===== src/hw/ubg_defs.svh =====
`ifndef UBG_DEFS_SVH
`define UBG_DEFS_SVH

// Register indices; the bus byte address is four times the index.
`define UBG_IDX_RXCTL 10'h018
`define UBG_IDX_TXCTL 10'h098
`define UBG_IDX_DIV 10'h099

// Transmit status/control field positions.
`define UBG_TX_MASTER_BIT 7
`define UBG_TX_SYNC_BIT 4
`define UBG_TX_HSPEED_BIT 2
`define UBG_TX_EMPTY_BIT 1

// Reset values and the bits that software may write.
`define UBG_TXCTL_RST 8'h02
`define UBG_RXCTL_RST 8'h00
`define UBG_DIV_RST 8'h00
`define UBG_TXCTL_WMASK 8'hF5
`define UBG_RXCTL_WMASK 8'hF8

// Last count of the prescaler: divide by 64, 16 and 4.
`define UBG_PRE_ASYNC_LOW 6'h3F
`define UBG_PRE_ASYNC_HIGH 6'h0F
`define UBG_PRE_SYNC 6'h03

`endif


===== src/hw/ubg_pkg.sv =====
`default_nettype none

package ubg_pkg;

   typedef logic [7:0] ubg_byte_t;

   // Rate source selected by the transmit status/control bits.
   typedef enum logic [1:0] {
      UBG_ASYNC_LOW,
      UBG_ASYNC_HIGH,
      UBG_SYNC_MASTER,
      UBG_SYNC_SLAVE
   } ubg_mode_e;

endpackage

`default_nettype wire


===== src/hw/ubg_majority.sv =====
`default_nettype none

module ubg_majority (
   input wire logic clk_i, // System clock.
   input wire logic rst_i, // Synchronous reset, active high.
   input wire logic sample_i, // One-cycle strobe that takes a sample.
   input wire logic pin_i, // Receive data pin level.
   output logic level_o // Majority of the last three samples.
);

   logic [2:0] samp_reg;
   logic [2:0] samp_next;

   // Two of three wins, so one noisy sample cannot flip the level.
   function automatic logic vote(input logic [2:0] s);
      return (s[0] & s[1]) | (s[1] & s[2]) | (s[0] & s[2]);
   endfunction

   // The line idles high, so the history starts as all ones.
   always_comb begin
      samp_next = sample_i ? {samp_reg[1:0], pin_i} : samp_reg;
   end

   // Sample history and the voted level.
   always_ff @(posedge clk_i) begin
      if (rst_i) begin
         samp_reg <= 3'h7;
         level_o <= 1'b1;
      end else begin
         samp_reg <= samp_next;
         level_o <= vote(samp_next); // see RULE_09
      end
   end

   a_majority_vote: assert property (@(posedge clk_i) disable iff (rst_i) // RULE_09
      (samp_reg == 3'h0) |-> !level_o)
      else $error("level not low on 3 low samples");

   a_majority_high: assert property (@(posedge clk_i) disable iff (rst_i) // RULE_09
      sample_i && (samp_reg[1:0] == 2'h3) && pin_i |=> level_o)
      else $error("level not high on 3 high samples");

endmodule

`default_nettype wire


===== src/hw/ubg_top.sv =====
// The Wishbone register port was chosen for this implementation.
`include "ubg_defs.svh"
`default_nettype none

// How it works
// RULE_01 - One dedicated 8-bit rate generator serves both async and sync modes.
// RULE_02 - The divisor register sets the period of a free-running 8-bit timer.
// RULE_03 - High-speed select changes the async rate and is ignored in sync mode.
// RULE_04 - Async rate is clock over 64(X+1), or over 16(X+1) at high speed.
// RULE_05 - Sync rate is clock over 4(X+1), with no high-speed variant.
// RULE_06 - Every divisor value 0 to 255 is used directly as X.
// RULE_07 - The formulas apply only when the generator makes the serial clock.
// RULE_08 - Writing the divisor clears the timer at once for a quick rate change.
// RULE_09 - The receive pin is sampled three times and decided by majority.
// RULE_10 - Transmit control resets to 0x02; sync select bit 4, high speed bit 2.
// RULE_11 - Receive control resets to zero, low bit unknown; divisor resets to zero.
// RULE_12 - Software may prefer high speed for slow rates to cut rate error.
// RULE_13 - The timer restarts after terminal count, one tick per X+1 prescaled clocks.

module ubg_top (
   input wire logic clk_i, // System clock, 25 MHz.
   input wire logic rst_i, // Synchronous reset, active high.
   input wire logic wb_cyc_i, // Wishbone cycle.
   input wire logic wb_stb_i, // Wishbone strobe.
   input wire logic wb_we_i, // Wishbone write enable.
   input wire logic [11:0] wb_adr_i, // Wishbone byte address.
   input wire logic [3:0] wb_sel_i, // Wishbone byte selects.
   input wire logic [31:0] wb_dat_i, // Wishbone write data.
   output logic [31:0] wb_dat_o, // Wishbone read data.
   output logic wb_ack_o, // Wishbone acknowledge.
   input wire logic rx_pin_i, // The receive_data_pin level.
   input wire logic tx_shift_empty_i, // Transmit shifter is empty.
   input wire logic [2:0] rx_status_i, // Receive framing, overrun, ninth bit.
   output logic baud_tick_o, // One-cycle pulse per bit time.
   output logic rx_level_o, // Majority-voted receive level.
   output var ubg_pkg::ubg_mode_e rate_mode_o, // Current rate source.
   output var ubg_pkg::ubg_byte_t tx_ctrl_o, // Transmit control bits.
   output var ubg_pkg::ubg_byte_t rx_ctrl_o // Receive control bits.
);
   import ubg_pkg::*;

   // Reset image of transmit control; the empty flag takes its bit from here.
   localparam ubg_byte_t TXCTL_RESET = `UBG_TXCTL_RST;

   ubg_byte_t txctl_reg;
   ubg_byte_t rxctl_reg;
   ubg_byte_t div_reg;
   logic empty_reg;
   logic [2:0] rx_stat_reg;
   logic [5:0] pre_reg;
   ubg_byte_t timer_reg;
   logic [31:0] rdata_next;
   logic bus_req;
   logic wr_now;
   logic hit_tx;
   logic hit_rc;
   logic hit_div;
   logic clear;
   logic run;
   logic pre_tick;
   logic [5:0] pre_last;
   ubg_mode_e mode_next;

   // Address match on the word index; the low two address bits are ignored.
   function automatic logic adr_is(input logic [11:0] a, input logic [9:0] idx);
      return a[11:2] == idx;
   endfunction

   // Rate source from the control bits; a sync slave takes its clock from outside.
   function automatic ubg_mode_e mode_of(input ubg_byte_t tx);
      if (tx[`UBG_TX_SYNC_BIT]) begin
         return tx[`UBG_TX_MASTER_BIT] ? UBG_SYNC_MASTER : UBG_SYNC_SLAVE; // see RULE_07
      end else if (tx[`UBG_TX_HSPEED_BIT]) begin
         return UBG_ASYNC_HIGH; // see RULE_03
      end else begin
         return UBG_ASYNC_LOW;
      end
   endfunction

   // Last prescaler count for a mode; high speed plays no part in sync mode.
   function automatic logic [5:0] pre_last_of(input ubg_mode_e m);
      case (m)
         UBG_ASYNC_LOW: return `UBG_PRE_ASYNC_LOW; // see RULE_04
         UBG_ASYNC_HIGH: return `UBG_PRE_ASYNC_HIGH; // see RULE_04
         default: return `UBG_PRE_SYNC; // see RULE_05
      endcase
   endfunction

   // Clock cycles per tick for a prescale and a divisor, at most 64 * 256.
   function automatic logic [14:0] period_of(input logic [5:0] pl, input ubg_byte_t d);
      logic [14:0] p;
      logic [14:0] x;
      p = {9'h000, pl} + 15'h0001;
      x = {7'h00, d} + 15'h0001;
      return 15'(p * x);
   endfunction

   // Bus decode: one request per ack, the register changes on the edge that raises ack.
   always_comb begin
      bus_req = wb_cyc_i & wb_stb_i & ~wb_ack_o;
      wr_now = bus_req & wb_we_i & wb_sel_i[0];
      hit_tx = adr_is(wb_adr_i, `UBG_IDX_TXCTL);
      hit_rc = adr_is(wb_adr_i, `UBG_IDX_RXCTL);
      hit_div = adr_is(wb_adr_i, `UBG_IDX_DIV);
   end

   // Read mux; unmapped addresses and the reserved bit read as zero.
   always_comb begin
      rdata_next = 32'h0000_0000;
      if (hit_tx) begin
         rdata_next[7:0] = txctl_reg;
         rdata_next[`UBG_TX_EMPTY_BIT] = empty_reg;
      end else if (hit_rc) begin
         rdata_next[7:0] = {rxctl_reg[7:3], rx_stat_reg};
      end else if (hit_div) begin
         rdata_next[7:0] = div_reg;
      end
   end

   // Acknowledge every request in the cycle after it arrives, mapped or not.
   always_ff @(posedge clk_i) begin
      if (rst_i) begin
         wb_ack_o <= 1'b0;
         wb_dat_o <= 32'h0000_0000;
      end else begin
         wb_ack_o <= bus_req;
         wb_dat_o <= bus_req ? rdata_next : 32'h0000_0000;
      end
   end

   // Transmit control; the reserved bit and the empty flag are never stored here.
   always_ff @(posedge clk_i) begin
      if (rst_i) begin
         txctl_reg <= `UBG_TXCTL_RST & `UBG_TXCTL_WMASK; // see RULE_10
      end else if (wr_now && hit_tx) begin
         txctl_reg <= wb_dat_i[7:0] & `UBG_TXCTL_WMASK;
      end
   end

   // Receive control bits that software owns.
   always_ff @(posedge clk_i) begin
      if (rst_i) begin
         rxctl_reg <= `UBG_RXCTL_RST; // see RULE_11
      end else if (wr_now && hit_rc) begin
         rxctl_reg <= wb_dat_i[7:0] & `UBG_RXCTL_WMASK;
      end
   end

   // Divisor; any 8-bit value is legal and is used as it stands.
   always_ff @(posedge clk_i) begin
      if (rst_i) begin
         div_reg <= `UBG_DIV_RST; // see RULE_11
      end else if (wr_now && hit_div) begin
         div_reg <= wb_dat_i[7:0]; // see RULE_06
      end
   end

   // Status from the shift logic, registered so a read sees a stable value.
   always_ff @(posedge clk_i) begin
      if (rst_i) begin
         empty_reg <= TXCTL_RESET[`UBG_TX_EMPTY_BIT]; // see RULE_10
         rx_stat_reg <= 3'h0;
      end else begin
         empty_reg <= tx_shift_empty_i;
         rx_stat_reg <= rx_status_i;
      end
   end

   // Timer control. A control write also restarts it, so a mode change never
   // leaves a half-finished bit time at the old rate.
   always_comb begin
      mode_next = mode_of(txctl_reg);
      pre_last = pre_last_of(mode_next);
      run = mode_next != UBG_SYNC_SLAVE; // see RULE_07
      clear = wr_now && (hit_div || hit_tx); // see RULE_08
      pre_tick = run && (pre_reg == pre_last);
   end

   // Prescaler: divides the clock by 64, 16 or 4.
   always_ff @(posedge clk_i) begin
      if (rst_i || clear || !run || pre_tick) begin
         pre_reg <= 6'h00; // see RULE_08
      end else begin
         pre_reg <= pre_reg + 6'h01;
      end
   end

   // The 8-bit rate_timer counts prescaled clocks and restarts at the divisor.
   always_ff @(posedge clk_i) begin
      if (rst_i || clear || !run) begin
         timer_reg <= 8'h00; // see RULE_08
      end else if (pre_tick) begin
         if (timer_reg == div_reg) begin
            timer_reg <= 8'h00; // see RULE_13
         end else begin
            timer_reg <= timer_reg + 8'h01; // see RULE_02
         end
      end
   end

   // One tick per period; a clearing write suppresses a tick from the old count.
   always_ff @(posedge clk_i) begin
      if (rst_i) begin
         baud_tick_o <= 1'b0;
      end else begin
         baud_tick_o <= pre_tick && (timer_reg == div_reg) && !clear; // see RULE_01
      end
   end

   // Control levels for the shift logic.
   always_ff @(posedge clk_i) begin
      if (rst_i) begin
         rate_mode_o <= UBG_ASYNC_LOW;
         tx_ctrl_o <= `UBG_TXCTL_RST & `UBG_TXCTL_WMASK;
         rx_ctrl_o <= `UBG_RXCTL_RST;
      end else begin
         rate_mode_o <= mode_next;
         tx_ctrl_o <= txctl_reg;
         rx_ctrl_o <= rxctl_reg;
      end
   end

   // The pin is sampled on each prescaled clock, X+1 times per bit time for divisor X.
   ubg_majority u_major (
      .clk_i(clk_i),
      .rst_i(rst_i),
      .sample_i(pre_tick), // see RULE_09
      .pin_i(rx_pin_i),
      .level_o(rx_level_o)
   );

   // Helper: cycles since the last tick, valid only once a tick has been seen.
   logic [14:0] gap_reg;
   logic seen_reg;
   always_ff @(posedge clk_i) begin
      if (rst_i || clear || !run) begin
         gap_reg <= 15'h0000;
         seen_reg <= 1'b0;
      end else if (baud_tick_o) begin
         gap_reg <= 15'h0001;
         seen_reg <= 1'b1;
      end else begin
         gap_reg <= gap_reg + 15'h0001;
      end
   end

   // Checks on the rate timing, the register file and the bus replies.
   a_tick_period: assert property (@(posedge clk_i) disable iff (rst_i) // RULE_04
      baud_tick_o && seen_reg && $stable(txctl_reg) && $stable(div_reg)
      |-> gap_reg == period_of(pre_last, div_reg))
      else $error("tick period differs from prescale times divisor plus one");

   a_sync_hs_ignored: assert property (@(posedge clk_i) disable iff (rst_i) // RULE_05
      txctl_reg[`UBG_TX_SYNC_BIT] |-> pre_last == `UBG_PRE_SYNC)
      else $error("high speed select changed the sync prescale");

   a_async_hs_used: assert property (@(posedge clk_i) disable iff (rst_i) // RULE_03
      !txctl_reg[`UBG_TX_SYNC_BIT] && txctl_reg[`UBG_TX_HSPEED_BIT]
      |-> pre_last == `UBG_PRE_ASYNC_HIGH)
      else $error("high speed prescale not used in async mode");

   a_write_clears: assert property (@(posedge clk_i) disable iff (rst_i) // RULE_08
      wr_now && hit_div |=> (timer_reg == 8'h00) && (pre_reg == 6'h00) ##1 !baud_tick_o)
      else $error("divisor write did not clear the timer");

   a_ctrl_write_clears: assert property (@(posedge clk_i) disable iff (rst_i) // RULE_08
      wr_now && hit_tx |=> (timer_reg == 8'h00) && (pre_reg == 6'h00))
      else $error("control write did not clear the timer");

   a_slave_silent: assert property (@(posedge clk_i) disable iff (rst_i) // RULE_07
      (rate_mode_o == UBG_SYNC_SLAVE) && $past(rate_mode_o) == UBG_SYNC_SLAVE
      |-> !baud_tick_o)
      else $error("tick produced while the serial clock is external");

   a_timer_range: assert property (@(posedge clk_i) disable iff (rst_i) // RULE_13
      $stable(div_reg) |-> timer_reg <= div_reg)
      else $error("timer ran past the divisor");

   a_tick_single: assert property (@(posedge clk_i) disable iff (rst_i) // RULE_13
      baud_tick_o |=> !baud_tick_o)
      else $error("tick lasted more than one cycle");

   a_reset_values: assert property (@(posedge clk_i) // RULE_10
      rst_i |=> (txctl_reg == 8'h00) && (empty_reg == 1'b1) && (div_reg == 8'h00)
      && (rxctl_reg == 8'h00))
      else $error("register reset values wrong");

   a_ack_single: assert property (@(posedge clk_i) disable iff (rst_i) // RULE_11
      wb_ack_o |=> !wb_ack_o)
      else $error("ack held longer than one cycle");

   a_div_readback: assert property (@(posedge clk_i) disable iff (rst_i) // RULE_06
      bus_req && !wb_we_i && hit_div |=> wb_ack_o && (wb_dat_o == {24'h000000, div_reg}))
      else $error("divisor read returned wrong data");

   a_rx_status_read: assert property (@(posedge clk_i) disable iff (rst_i) // RULE_11
      bus_req && !wb_we_i && hit_rc
      |=> wb_ack_o && (wb_dat_o[2:0] == $past(rx_stat_reg)))
      else $error("receive status read returned wrong bits");

   a_reserved_zero: assert property (@(posedge clk_i) disable iff (rst_i) // RULE_01
      wb_ack_o |-> (wb_dat_o[31:8] == 24'h000000))
      else $error("upper read bits not zero");

endmodule

`default_nettype wire


===== config.mk =====
export PLATFORM = sky130hd
export DESIGN_NAME = ubg_top
export DESIGN_NICKNAME = d
export VERILOG_FILES = /design/src/hw/ubg_pkg.sv /design/src/hw/ubg_majority.sv /design/src/hw/ubg_top.sv
export VERILOG_INCLUDE_DIRS = /design/src /design/src/hw
export SDC_FILE = /design/constraint.sdc
export NUM_CORES = 1
export LEC_CHECK = 0
export BUFFER_PORTS_ARGS = -buffer_cell sky130_fd_sc_hd__buf_2
export CAP_MARGIN = 20
export CORE_MARGIN = 5
export CORE_UTILIZATION = 52
export DETAILED_ROUTE_END_ITERATION = 10
export PLACE_DENSITY = 0.85
export SLEW_MARGIN = 20
export SYNTH_ARGS = -nofsm -noshare
export SYNTH_HDL_FRONTEND = slang
export SYNTH_HIERARCHICAL = 1
export SYNTH_SLANG_ARGS = --single-unit

===== constraint.sdc =====
create_clock -name clk_i -period 4.8 [get_ports clk_i]
set_input_delay 0.24 -clock clk_i [delete_from_list [all_inputs] [get_ports clk_i]]
set_output_delay 0.24 -clock clk_i [all_outputs]
set_load 0.02 [all_outputs]

; ---- After elaboration in Yosys (flattened, before gate mapping)
; Cells that the tools add are included.
[word_totals]
output_inout_bits = 53
input_bits = 58
ff_bits = 88
[classes]
bitwise = 11
n_eq_ne = 7
n_mux = 9
addsub = 2
reduce_logical = 15
[op_table]
columns = operator, n
row1 = 8-bit two-way mux, 4
row2 = "10-bit by 8-bit == test with 1-bit output, second input constant", 2
row3 = 6-bit one-hot mux with 2 select lines, 1
row4 = "10-bit by 5-bit == test with 1-bit output, second input constant", 1
row5 = "8-bit by 1-bit adder with 8-bit output, second input constant", 1
row6 = 8-bit == test, 1
row7 = 1-bit AND, 7
row8 = 1-bit logical AND, 7
row9 = "6-bit by 1-bit adder with 6-bit output, second input constant", 1
row10 = 6-bit == test, 1
row11 = 1-bit logical OR, 4
row12 = 3-bit two-way mux, 1
row13 = "2-bit by 1-bit == test with 1-bit output, second input constant", 1
row14 = 1-bit zero test, 2
row15 = 2-bit zero test, 1
row16 = 1-bit two-way mux, 2
row17 = 2-bit two-way mux, 1
row18 = "2-bit != test, second input constant", 1
row19 = 1-bit NOT, 2
row20 = 1-bit bitwise OR, 2
row21 = 2-bit OR reduction, 1

; ---- Depth between registers and ports, before layout
[depth]
depth_word = 10
mapped_depth = 8
mapped_depth_nobuf = 7

; ---- Cells and area by module
; The synthesis kept the hierarchy.
[by_module_without_submodules]
columns = module, area_each_um2, instances, cells_per_inst, seq_area_each_um2
row1 = ubg_top, 2641.3, 1, 296, 1181.1
row2 = ubg_majority, 162.7, 1, 16, 80.1

; ---- Least setup slack after synthesis
; No wires, ideal clock.
[synth_timing]
path_type = reg2reg
start = register txctl_reg[4]
end = register u_major.level_o
t_arrival_ns = 1.822
setup_ns = 0.120
stages_incl_launch_ff = 9
period_less_slack_ns = 1.942
slack_ns = 2.858
n_path_buf = 1
path_cell_list = dfxtp_1 > or3b_1 > o31ai_1 > nand4_1 > buf_2 > inv_1 > mux2_4 > a21oi_2 > o21bai_2
[synth_via]
elab_chain_len = 9
[synth_rtl]
columns = item, line
row1 = start: declaration, ubg_top.sv:45  ; ubg_byte_t txctl_reg;
row2 = start signal: assignment, ubg_top.sv:134  ; txctl_reg <= `UBG_TXCTL_RST & `UBG_TXCTL_WMASK;
row3 = start signal: assignment, ubg_top.sv:136  ; txctl_reg <= wb_dat_i[7:0] & `UBG_TXCTL_WMASK;
row4 = 2-bit two-way mux (*), ubg_top.sv:71  ; if (tx[`UBG_TX_SYNC_BIT]) begin
row5 = 2-bit by 1-bit == test with 1-bit output or 2-bit zero test (tied branches), ubg_top.sv:82  ; case (m)
row6 = 6-bit one-hot mux with 2 select lines, ubg_top.sv:82
row7 = 6-bit == test, ubg_top.sv:176  ; pre_tick = run && (pre_reg == pre_last);
row8 = 1-bit logical AND (*), ubg_top.sv:176
row9 = via pre_tick, ubg_top.sv:60  ; logic pre_tick;
row10 = 3-bit two-way mux (*), ubg_majority.sv:21  ; samp_next = sample_i ? {samp_reg[1:0], pin_i} : samp_reg;
row11 = 1-bit AND, ubg_majority.sv:16  ; return (s[0] & s[1]) | (s[1] & s[2]) | (s[0] & s[2]);
row12 = 1-bit bitwise OR, ubg_majority.sv:16
row13 = 1-bit bitwise OR (*), ubg_majority.sv:16
row14 = end signal: assignment, ubg_majority.sv:31  ; level_o <= vote(samp_next);
row15 = end: declaration, ubg_majority.sv:8  ; output logic level_o
; The timed path passes the listed nets; every way through them passes the cells marked *.
; A chain may end at the register's enable or synchronous reset.

; ---- Worst setup path in the final report
; Same ends and word-level chain as after synthesis.

==> impl.org <==
** Synthesis
- The synthesized design contains 0 enable-type register cells.
- During synthesis, Yosys emitted a total of 6 warnings.
- After synthesis, flip-flops and latches occupy 45.0% of the total area.
- Of all cell types, the one taking the most synthesized area is sky130_fd_sc_hd__dfxtp_1.
- Top area cells in the synthesized netlist :: sky130_fd_sc_hd__dfxtp_1, sky130_fd_sc_hd__buf_4, sky130_fd_sc_hd__nor2b_1
- Post-synthesis cell area :: roughly 2800 um2
- After synthesis, the mean cell area works out to between 8 and 9 um2.
- In this run, distinct cell masters in the synthesized netlist total between 40 and 50.
- Post-synth top area share :: about 45%
- Main synth FF type :: sky130_fd_sc_hd__dfxtp_1
- Synthesized netlist cell count :: between 300 and 400
- FF+latch count, synth :: 63
- For this run, asynchronously set or reset flops after synthesis account for 0%.

** Worst setup path
- The critical path is of the reg -> reg type.
- Nature of the critical path startpoint :: flop
- Largest fanout of any net on the critical path :: 12
- Arrival time reported for the critical path endpoint :: 2.57 ns
- Required arrival time at the worst endpoint :: roughly 5 ns
- The startpoint identified for the worst register-to-register timing path is txctl_reg[4].
- R2r worst-path depth :: 7
- Worst r2r dst :: u_major/level_o
- The most critical setup path has its startpoint at txctl_reg[4].
- Crit. End Element :: flop
- The setup check on the worst reg-to-reg path leaves a slack of around 2.5 ns.

** Detailed routing
- After detailed routing, the number of remaining DRC violations is 0.
- The first TritonRoute pass finished after 4 iterations.
- DRC violation total after the first TritonRoute iteration :: 128
- Once detail routing completed, the nets flagged for antenna violations numbered 0.
- Total Wirelength :: about 5.7 mm
- After detailed routing, the average wire length per cell comes to around 13 um.
- Using the TritonRoute via totals, the vias-per-cell ratio works out to slightly above 5.
- The detailed router placed roughly 2,200 vias in this run.

** Min path
- The worst hold path passes through 2 cells.
- Worst hold path startpoint :: tx_shift_empty_i
- Class of the tightest hold or removal check :: in -> reg
- Hold Path End :: empty_reg

** Timing
- For the final database, setup skew stands at around 0.010 ns.
- The number of hold violations in the final report is 0.
- Final period demand of the worst path :: ~2.3 ns
- Static timing analysis puts the maximum clock frequency at ~430 MHz.
- Worst hold margin :: around 0.067 ns
- Adding up every negative setup slack in the final design gives 0 ns.
- Worst slew pin tran :: 0.757 ns
- Setup repair after global routing missed its margin :: no
- The total count of max-transition violations in the final report was 0.
- In this run the tightest slew margin relative to its limit is around half.
- Dividing the final minimum period by the clock period gives between 40% and 50%.
- Setup violations remaining at the end of the flow were counted as 0.

** Placed design
- The congestion estimate from routability-driven global placement came to 0.786.
- Sum of net half-perimeters after detailed placement :: a little over 4 mm
- Buffers on Ports :: 52

** CTS
- After clock tree synthesis, the repair step resized 0 gates.
- H-tree Lvls :: 3
- Clock Tree Root :: sky130_fd_sc_hd__clkbuf_8
- The number of hold buffers added after CTS was 0.
- Clock Pin Slew Worst Setup and Hold Paths :: about 0.08 ns
- Worst skew pair latency :: about 0.35 ns
- Clock tree synthesis inserted a total of 9 buffers.
- Counting every sink on the clock net gives 63.
- # Post-CTS Setup Buffers :: 0
- Number of buffers between clock root and the deepest sink :: 2
- TritonCTS clock tree :: built

** Finish
- Cells with a size suffix above 1 make up between 20 and 25% of the layout.
- Commonest cells after routing, fill and taps aside :: sky130_fd_sc_hd__dfxtp_1, sky130_fd_sc_hd__buf_2, sky130_fd_sc_hd__conb_1
- From synthesis to final layout, the design area changed by 14.3%.
- 0 antenna diodes ended up in the layout.
- Number of nets in the layout :: 421
- Leaving out fill and tap cells, the most frequent cell in the layout is sky130_fd_sc_hd__dfxtp_1.

** GRT
- Global routing consumed, over all layers together, between 10% and 20% of the routing resources.
- Antenna violations before repair :: 0
- Number of global-route vias before repair :: ~2,200
- Entering global routing, the biggest net connects 46 pins.
- Gr ovfl total :: 0
- Wire length of the first global-routing pass :: 9.97 mm

** Pwr
- Maximum vdd drop :: ~0.00019 V
- In this run the power density over the cells is 342 nW/um2.
- Pleak :: between 1 and 1.5 nW

** Status
- The flow ran to the end, and the final reports show no timing, DRC or antenna violations.

** Floorplan
- Area of the core :: slightly above 5000 um2
- 111 I/O pins were placed.
- From bottom edge to top edge, the die measures 83.4 um.
- Die ar. :: just under 7000 um2
- Row generation in the floorplan step produced 26 rows.
- Starting Density :: a little over half
- Measured along the x axis, the die boundary spans roughly 83 um.

** Job
- Count of max-cap constraint violations :: 0
## layout make-up
type                            instances  area, um2
Clock buffer                            9        124
Clock inverter                          7       97.6
Fill cell                             432       1970
Inverter                                6       22.5
Multi-Input combinational cell        228       1340
Sequential cell                        63       1260
Tap cell                               70       87.6
Timing Repair Buffer                   53        268
## through the flow
step	worst slack [ns]	total power, W	utilization (%)	cells	instance area, um2
5_1_grt	2.24	0.00113	61.9	436	3200
2_1_floorplan	2.86	0.000599	-	340	2910
4_1_cts	2.46	0.00110	61.9	436	3200
6_report	2.47	0.00110	61.9	436	3200
3_3_place_gp	2.54	0.000598	57.7	420	2980
3_5_place_dp	2.46	0.000599	57.7	420	2980
## synthesized netlist by cell type (all sizes together) (2+ instances only)
master / count
xor2: 10
a22oi: 3
or4b: 4
o22ai: 4
a21o: 3
and3: 7
nor4: 6
a21oi: 18
dfxtp: 63
xnor2: 2
nand2: 22
nand3: 16
nor3: 7
and2: 2
nand2b: 3
buf: 35
mux2i: 13
nand3b: 2
nor2: 25
inv: 6
clkbuf: 8
nor2b: 21
ha: 2
nand4: 4
o21ai: 11
or4: 2
a22o: 2
## report_power, final
part	internal [W]	total, W	switching (W)	leakage [nW]
registers	0.000527	0.000529	0.00000238	0.509
logic	0.0000158	0.0000593	0.0000435	0.857
clock network	0.000293	0.000507	0.000214	0.105
total	0.000835	0.00110	0.000260	1.47
## metal layers
layer / vias up / GRT usage [%] / part of all wire [%]
met1: 1036 / 19.5 / 40
met2: 76 / 30.6 / 52
met3: 8 / 4.26 / 6.0
li1: 1117 / - / -
met4: 0 / 9.36 / 2.0
met5: - / 0 / 0
## kinds of logic (layout without fill, tap and decap cells)
kind of cell / after synthesis / after routing / synth area share [%]
AO/OA/AOI/OAI: 44 / 44 / 9.46
XOR/XNOR: 12 / 12 / 3.75
adder cells (fa/ha/maj): 2 / 2 / 0.892
buffers and inverters: 49 / 75 / 10.8
flip-flops: 63 / 63 / 45.0
multiplexers: 14 / 14 / 5.18
other: 1 / 29 / 0.134
AND/OR/NAND/NOR: 127 / 127 / 24.8
## worst max path at each step
stage	to	slack, ns	depth (start not counted)
after floorplan	u_major/level_o	2.86	8
after global placement	u_major/level_o	2.54	7
after detailed placement	u_major/level_o	2.46	7
after CTS	u_major/level_o	2.46	7
after global routing	u_major/level_o	2.24	7
final	u_major/level_o	2.47	7
## worst max-delay path, cell delays in order, from the launching register on
cell                       delay (ns)
sky130_fd_sc_hd__dfxtp_1         0.45
sky130_fd_sc_hd__or3b_1          0.37
sky130_fd_sc_hd__o31ai_1         0.07
sky130_fd_sc_hd__nand4_1         0.36
sky130_fd_sc_hd__inv_1           0.41
sky130_fd_sc_hd__mux2_4          0.35
sky130_fd_sc_hd__a21oi_2         0.15
sky130_fd_sc_hd__o21bai_2        0.06
No activity file was read; power rests on OpenSTA's default activity.
